## config.mk

```make
export PLATFORM = sky130hd
export DESIGN_NAME = acf_config_regs
export DESIGN_NICKNAME = d
export VERILOG_FILES = /design/src/verilog/acf_pkg.sv /design/src/verilog/acf_config_regs.sv
export SDC_FILE = /design/constraint.sdc
export NUM_CORES = 1
export LEC_CHECK = 0
export ABC_CLOCK_PERIOD_IN_PS = 2000
export BUFFER_PORTS_ARGS = -buffer_cell sky130_fd_sc_hd__clkbuf_2
export CORE_MARGIN = 2
export CORE_UTILIZATION = 46
export CTS_BUF_LIST = sky130_fd_sc_hd__clkbuf_16
export DETAILED_ROUTE_END_ITERATION = 10
export PLACE_DENSITY = 0.86
export SETUP_SLACK_MARGIN = 0.02
export SLEW_MARGIN = 20
export SYNTH_ARGS = -nofsm -noshare
export SYNTH_HDL_FRONTEND = slang
export SYNTH_SLANG_ARGS = --single-unit
```

## constraint.sdc

```tcl
create_clock -name i_clk_sys -period 2 [get_ports i_clk_sys]
set_input_delay 0.1 -clock i_clk_sys [delete_from_list [all_inputs] [get_ports i_clk_sys]]
set_output_delay 0.1 -clock i_clk_sys [all_outputs]
set_load 0.05 [all_outputs]
```

## src/verilog/acf_pkg.sv

```systemverilog
// package: register map, field layout and reset values of the afc and channel filter config
package acf_pkg;
  localparam int unsigned ACF_ADDR_W = 12;
  localparam int unsigned ACF_REG_W = 8;
  localparam int unsigned ACF_NUM_REGS = 2;
  localparam int unsigned ACF_NUM_DIV_CODES = 8;
  localparam logic [3:0] ACF_DIV_OFFSET = 4'h1;
  // printed offsets are not all multiples of four, so they are indices
  localparam logic [7:0] ACF_IDX_FREQ_CTRL = 8'h0f;
  localparam logic [7:0] ACF_IDX_CHAN_FILT = 8'h10;
  localparam logic [11:0] ACF_ADDR_FREQ_CTRL = {2'h0, ACF_IDX_FREQ_CTRL, 2'h0};
  localparam logic [11:0] ACF_ADDR_CHAN_FILT = {2'h0, ACF_IDX_CHAN_FILT, 2'h0};
  localparam logic [7:0] ACF_RST_FREQ_CTRL = 8'hac;
  localparam logic [7:0] ACF_RST_CHAN_FILT = 8'h00;
  localparam logic [7:0] ACF_CHAN_FILT_WMASK = 8'he7;
  localparam logic [1:0] ACF_SETTLE_OFF = 2'h0;
  localparam logic [1:0] ACF_SETTLE_FAST = 2'h1;
  localparam logic [1:0] ACF_SETTLE_MEDIUM = 2'h2;
  localparam logic [1:0] ACF_SETTLE_SLOW = 2'h3;
  localparam logic [2:0] ACF_PAIRS_1 = 3'h1;
  localparam logic [2:0] ACF_PAIRS_2 = 3'h2;
  localparam logic [2:0] ACF_PAIRS_4 = 3'h4;
  localparam logic [1:0] ACF_DEV_EXP_BIAS = 2'h3;
  localparam logic [3:0] ACF_DEV_DIVISOR = 4'h3;
  // base channel bandwidth in units of 100 Hz (307.2 kHz)
  localparam logic [11:0] ACF_BW_BASE = 12'hc00;

  typedef struct packed {
    logic [1:0] settling;
    logic [1:0] rx_deviation_exponent;
    logic [3:0] rx_deviation_mantissa;
  } acf_freq_ctrl_type;

  typedef struct packed {
    logic filter_bypass;
    logic [1:0] decimator_input_shift;
    logic [1:0] reserved;
    logic [2:0] decimation_divisor_code;
  } acf_chan_filt_type;

  typedef struct packed {
    logic afc_enable;
    logic [2:0] afc_avg_pairs;
    logic [1:0] dev_shift_up;
    logic [1:0] dev_shift_down;
    logic [3:0] dev_mantissa;
    logic [3:0] dev_divisor;
    logic filter_bypass;
    logic [1:0] decimator_input_shift;
    logic [3:0] decimation_divisor;
    logic [11:0] chan_bw;
  } acf_modem_cfg_type;
endpackage : acf_pkg

```

## src/verilog/acf_config_regs.sv

```systemverilog
// afc and channel filter configuration registers with apb slave
`timescale 1ns/1ns
module acf_config_regs #(
  // address decode constants are fixed at this width
  parameter int unsigned ADDR_W = acf_pkg::ACF_ADDR_W,
  // bus data width; configuration bytes sit in the low lane
  parameter int unsigned DATA_W = 32
) (
  input wire logic i_clk_sys,
  input wire logic i_rst,
  input wire logic i_psel,
  input wire logic i_penable,
  input wire logic i_pwrite,
  input wire logic [ADDR_W-1:0] i_paddr,
  input wire logic [DATA_W-1:0] i_pwdata,
  input wire logic [DATA_W/8-1:0] i_pstrb,
  output logic [DATA_W-1:0] o_prdata,
  output logic o_pready,
  output logic o_pslverr,
  output acf_pkg::acf_modem_cfg_type o_modem_cfg
);
  import acf_pkg::*;

  // ------------------------------------------------------------
  // elaboration checks
  // ------------------------------------------------------------
  // offsets are compared at the package width, no other width is served
  if (ADDR_W != ACF_ADDR_W) begin : g_bad_addr_w
    $error("acf_config_regs: ADDR_W must equal the package address width");
  end

  // each register is one byte in lane zero of a word of whole bytes
  if ((DATA_W < ACF_REG_W) || ((DATA_W % ACF_REG_W) != 0)) begin : g_bad_data_w
    $error("acf_config_regs: DATA_W must be a whole number of bytes");
  end

  // the read path ors the lanes, which needs distinct offsets
  if (ACF_ADDR_FREQ_CTRL == ACF_ADDR_CHAN_FILT) begin : g_bad_map
    $error("acf_config_regs: register offsets must differ");
  end

  // reserved filter bits are never stored, so they must reset to zero
  if ((ACF_RST_CHAN_FILT & ~ACF_CHAN_FILT_WMASK) != 8'h00) begin : g_bad_rst
    $error("acf_config_regs: reserved filter bits must reset to zero");
  end

  // ------------------------------------------------------------
  // apb access
  // ------------------------------------------------------------
  acf_freq_ctrl_type freq_ctrl_r;
  acf_chan_filt_type chan_filt_r;
  logic setup;
  logic hit_fc;
  logic hit_cf;
  logic [ACF_REG_W-1:0] rd_nxt;
  logic [ACF_NUM_REGS-1:0][ADDR_W-1:0] reg_addr;
  logic [ACF_NUM_REGS-1:0][ACF_REG_W-1:0] reg_view;
  logic [ACF_NUM_REGS-1:0][ACF_REG_W-1:0] rd_lane;
  logic [ACF_NUM_REGS-1:0] hit_v;

  // zero wait state: pready is raised for the access cycle only
  assign setup = i_psel && !i_penable;

  // one decode slice per register; the index order fixes the map
  assign reg_addr[0] = ADDR_W'(ACF_ADDR_FREQ_CTRL);
  assign reg_addr[1] = ADDR_W'(ACF_ADDR_CHAN_FILT);
  assign reg_view[0] = freq_ctrl_r;
  assign reg_view[1] = chan_filt_r & ACF_CHAN_FILT_WMASK;

  for (genvar g = 0; g < ACF_NUM_REGS; g++) begin : g_reg_dec
    assign hit_v[g] = (i_paddr == reg_addr[g]);
    assign rd_lane[g] = hit_v[g] ? reg_view[g] : '0;
  end

  assign hit_fc = hit_v[0];
  assign hit_cf = hit_v[1];

  // offsets are distinct, so at most one lane is set and an or is a mux
  always_comb begin
    rd_nxt = '0;
    for (int i = 0; i < ACF_NUM_REGS; i++) begin
      rd_nxt = rd_nxt | rd_lane[i];
    end
  end

  // ------------------------------------------------------------
  // bus response
  // ------------------------------------------------------------
  always_ff @(posedge i_clk_sys or posedge i_rst) begin
    if (i_rst) begin
      o_pready <= 1'b0;
    end else begin
      o_pready <= setup;
    end
  end

  // unmapped offsets answer with an error and never touch a register
  always_ff @(posedge i_clk_sys or posedge i_rst) begin
    if (i_rst) begin
      o_pslverr <= 1'b0;
    end else begin
      o_pslverr <= setup && !(|hit_v);
    end
  end

  // read data is zero outside a read answer so stale bytes never leak
  always_ff @(posedge i_clk_sys or posedge i_rst) begin
    if (i_rst) begin
      o_prdata <= '0;
    end else begin
      o_prdata <= (setup && !i_pwrite) ? DATA_W'(rd_nxt) : '0;
    end
  end

  // ------------------------------------------------------------
  // registers
  // ------------------------------------------------------------
  // writes land one cycle after setup, at the access edge
  logic wr_acc;
  assign wr_acc = i_psel && i_penable && o_pready && i_pwrite && i_pstrb[0];

  always_ff @(posedge i_clk_sys or posedge i_rst) begin
    if (i_rst) begin
      freq_ctrl_r <= ACF_RST_FREQ_CTRL;
    end else if (wr_acc && hit_fc) begin
      freq_ctrl_r <= i_pwdata[ACF_REG_W-1:0];
    end
  end

  always_ff @(posedge i_clk_sys or posedge i_rst) begin
    if (i_rst) begin
      chan_filt_r <= ACF_RST_CHAN_FILT;
    end else if (wr_acc && hit_cf) begin
      chan_filt_r <= i_pwdata[ACF_REG_W-1:0] & ACF_CHAN_FILT_WMASK;
    end
  end

  // ------------------------------------------------------------
  // decoded modem configuration
  // ------------------------------------------------------------
  acf_modem_cfg_type cfg_nxt;
  logic [3:0] div_w;
  logic afc_enable_nxt;
  logic [2:0] afc_pairs_nxt;
  logic [ACF_NUM_DIV_CODES-1:0][11:0] bw_table;

  assign afc_enable_nxt = (freq_ctrl_r.settling != ACF_SETTLE_OFF);

  always_comb begin
    case (freq_ctrl_r.settling)
      ACF_SETTLE_FAST: afc_pairs_nxt = ACF_PAIRS_1;
      ACF_SETTLE_MEDIUM: afc_pairs_nxt = ACF_PAIRS_2;
      ACF_SETTLE_SLOW: afc_pairs_nxt = ACF_PAIRS_4;
      // code zero: no averaging, the demodulator sees a zero offset
      default: afc_pairs_nxt = '0;
    endcase
  end

  // ------------------------------------------------------------
  // bandwidth table
  // ------------------------------------------------------------
  // one constant per code: a table is cheaper than a divider
  for (genvar c = 0; c < ACF_NUM_DIV_CODES; c++) begin : g_bw_table
    localparam int unsigned DIVISOR = c + ACF_DIV_OFFSET;
    assign bw_table[c] = 12'(ACF_BW_BASE / DIVISOR);
  end

  always_comb begin
    cfg_nxt = '0;
    cfg_nxt.afc_enable = afc_enable_nxt;
    cfg_nxt.afc_avg_pairs = afc_pairs_nxt;
    // deviation scale: mant << exp >> 3, then / 3 downstream
    cfg_nxt.dev_mantissa = freq_ctrl_r.rx_deviation_mantissa;
    cfg_nxt.dev_shift_up = freq_ctrl_r.rx_deviation_exponent;
    cfg_nxt.dev_shift_down = ACF_DEV_EXP_BIAS;
    cfg_nxt.dev_divisor = ACF_DEV_DIVISOR;
    cfg_nxt.filter_bypass = chan_filt_r.filter_bypass;
    cfg_nxt.decimator_input_shift = chan_filt_r.decimator_input_shift;
    cfg_nxt.decimation_divisor = div_w;
    // bandwidth in 100 hz units, truncated
    // code 7 gives 8 and 384
    cfg_nxt.chan_bw = bw_table[chan_filt_r.decimation_divisor_code];
  end

  assign div_w = {1'b0, chan_filt_r.decimation_divisor_code} + ACF_DIV_OFFSET;

  // registered so every output leaves a flip-flop
  always_ff @(posedge i_clk_sys or posedge i_rst) begin
    if (i_rst) begin
      o_modem_cfg <= '0;
    end else begin
      o_modem_cfg <= cfg_nxt;
    end
  end
endmodule : acf_config_regs

```

==> flow_metrics.tcl <==
set metrics [dict create \
    post-route-util 0.568 \
    insertedDiodeCount 0 \
    worstSetupStartpoint "i_paddr[2]" \
    wl_met3_um 212 \
    ff2ff_setup_slack_ns 0.69 \
    drtAntennaViolNets 0 \
    crit_path_end_kind "register" \
    ff_latch_area_sq_um 1260 \
    cellPowerDensity_nw_per_um2 821 \
    crit_buf_inv 1 \
    multi_input_area_sq_um 593 \
    gp_congestion 0.798 \
    synthSimpleGateAreaFrac 0.105 \
    drt_iter0_drc 39 \
    gr-total-overflow 0 \
    r2r-start "o_pready$_DFF_PP0_" \
    synthFlopType "dfrtp_1" \
    yosysSeqAreaShare 0.617 \
    path_cells "clkbuf_2, or4b_2, nor4_4, and2b_1, mux2_2" \
    status "finished clean" \
    met2WireLength_um 1840 \
    grt_first_pass_wirelength_um 5310 \
    cts_resized 0 \
    drc 0 \
    hold_depth 2 \
    clkLatencyLatePin_ns 0.29 \
    wl_met1_um 1260 \
    clockBufferDepth 2 \
    antenna_found_initial 0 \
    path_max_fanout 6 \
    num_io_pins 122 \
    start_util 0.471 \
    fin_nets 279 \
    cp.arrival_ns 1.79 \
    vias 1211 \
    power.leakage_uw 0.00137 \
    wl_per_cell_um 12.4 \
    vdd_drop_max_mv 0.421 \
    fin_crit_ns 1.62 \
    hold_viol_final 0 \
    synth_top_family_by_area "buffers and inverters" \
    finClkSkew_ns 0.00665 \
    synthArstFlopShare 1.00 \
    synth_area_sq_um 2040 \
    clockRootBuffer "clkbuf_16" \
    die_w_um 70.5 \
    hold_path_end "cfg_nxt[29]$_DFFE_PP0P_" \
    yosys_warnings 0 \
    grt_max_degree 23 \
    critPathSlowestCell "or4b_2" \
    tritoncts "built" \
    htree_levels 2 \
    syn_avg_cell_area_sq_um 13.5 \
    hp-class "in2reg" \
    area_growth_pct 20.6 \
    synth_xor_area_frac 0 \
    portBuffers 66 \
    core_area_sq_um 4320 \
    clock_sinks 50 \
    required_ns 2.17 \
    dp_worst_setup_slack_ns 0.0586 \
    synth_cells 151 \
    dieHeight_um 70.5 \
    period_share 0.809 \
    grt_setup_unrepaired "no" \
    finalSetupViolCount 0 \
    hpwl_um 2620 \
    muxShareOfSynthArea 0.0823 \
    yosys.area_share.adder 0.0246 \
    grt_use_total 0.142 \
    die_area_sq_um 4980 \
    crit_family "simple AND/OR/NAND/NOR gates" \
    synth-edff-count 0 \
    top_layer "met4" \
    synth_cell_types 25 \
    report.final.slew_viol_count 0 \
    crit_path_max_incr_delay_ns 0.71 \
    maxCapViolCount 0 \
    r2r-end "chan_filt_r[2]$_DFFE_PP0P_" \
    cp-start-kind "primary input" \
    layout-drive-gt1-share 0.453 \
    ys_ff_latch 50 \
    min-delay-start "i_pwdata[4]" \
    fmax_mhz 618 \
    setup_ws_ns 0.383 \
    cts_made_buffers 5 \
    grt_pass1_vias 1204 \
    critPathKind "in2reg" \
    rows 24 \
    dr.pass1.iters 4 \
    wirelength_um 3420 \
    viasPerCell 4.40 \
    nFillCells 380 \
    rr_worst_depth 3 \
    clk_pin_slew_ns 0.06 \
    synth_compound_area_frac 0.0258 \
    finalSetupTns_ns 0 \
]
[state kept, by name, indices dropped and copies added (netlist names)]
register     cells
o_modem_cfg     26
cfg_nxt          9
o_prdata         8
chan_filt_r      3
freq_ctrl_r      2
o_pready         1
o_pslverr        1
[layout by cell type, fill, tap and decap left out, drive strengths merged]
cell	Yosys	layout
a21o	1	1
a22oi	6	6
and2	3	3
and2b	1	1
and3	3	3
buf	35	5
clkbuf	0	71
clkinv	0	3
conb	2	29
dfrtp	46	46
dfstp	4	4
dlygate4sd3	0	1
ha	4	4
inv	6	6
mux2	14	14
mux2i	1	1
nand2b	2	2
nand3	1	1
nand4	1	1
nor2	9	9
nor2b	4	4
nor3	2	2
nor4	2	2
or2	1	1
or3	1	1
or4	1	1
or4b	1	1
[layout make-up]
| cell class | instances | share of cell area |
|---|---|---|
| inverters | 6 | 0.00917 |
| well taps | 52 | 0.0265 |
| flip-flops and latches | 50 | 0.511 |
| clock buffers | 5 | 0.0509 |
| repair buffers | 72 | 0.154 |
| clock inverters | 3 | 0.00662 |
| multi-input cells | 87 | 0.241 |
[cell families after synthesis]
group / Yosys count
other cells: 2
fa+ha+maj: 4
compound gates: 7
mux: 15
simple gates: 32
flops: 50
buf+inv: 41
[Yosys cell counts, types with 3 or more instances]
| master | count | area (sq um) |
|---|---|---|
| dfrtp_1 | 46 | 1150 |
| inv_1 | 6 | 22.5 |
| mux2_2 | 14 | 158 |
| nor2b_1 | 4 | 25.0 |
| and3_1 | 3 | 18.8 |
| and2_1 | 3 | 18.8 |
| nor2_1 | 9 | 33.8 |
| ha_1 | 4 | 50.1 |
| buf_4 | 34 | 255 |
| dfstp_2 | 4 | 105 |
| a22oi_1 | 6 | 45.0 |
[what timing repair did]
item / in CTS / in global routing
hold endpoints to repair: 19 / 0
endpoints found under the setup margin: 0 / 0
hold buffers: 1 / 0
buffers inserted: 0 / 0
[worst reg2reg max path, stage by stage, from the launching register on]
cell and delay (ns):
dfrtp_1 0.35, nand3_1 0.09, and2b_1 0.38, mux2_2 0.38
[where the power goes]
part / switching, uW / internal (uW)
registers: 1.76 / 1020
logic: 177 / 29.9
clock network: 336 / 456
total: 515 / 1500
[through the flow]
| step | hold slack, ns | cell area [sq um] | total power, uW | std cells |
|---|---|---|---|---|
| 2_1_floorplan | 0.252 | 2140 | 1240 | 178 |
| 3_3_place_gp | 0.100 | 2300 | 1240 | 266 |
| 3_5_place_dp | 0.115 | 2300 | 1240 | 266 |
| 4_1_cts | 0.0372 | 2460 | 2040 | 275 |
| 5_1_grt | 0.0529 | 2460 | 2090 | 275 |
| 6_report | 0.0385 | 2460 | 2020 | 275 |
[per-layer routing]
| layer | track usage | up-vias |
|---|---|---|
| met3 | 0.0413 | 8 |
| met4 | 0.0943 | 0 |
| met2 | 0.234 | 44 |
| met5 | 0 | - |
| met1 | 0.161 | 583 |
| li1 | - | 576 |
[how the worst max path moves through the flow]
stage                                       to  slack [ns]  depth (start not counted)
finish              chan_filt_r[2]$_DFFE_PP0P_        0.38                          5
global route        chan_filt_r[0]$_DFFE_PP0P_        0.35                          5
CTS                 chan_filt_r[2]$_DFFE_PP0P_        0.38                          5
detailed placement  chan_filt_r[2]$_DFFE_PP0P_        0.06                          5
global placement       cfg_nxt[17]$_DFFE_PP0P_        0.09                          5
floorplan              cfg_nxt[23]$_DFFE_PP0P_        0.18                          5
Power figures use the tool's default switching activity.
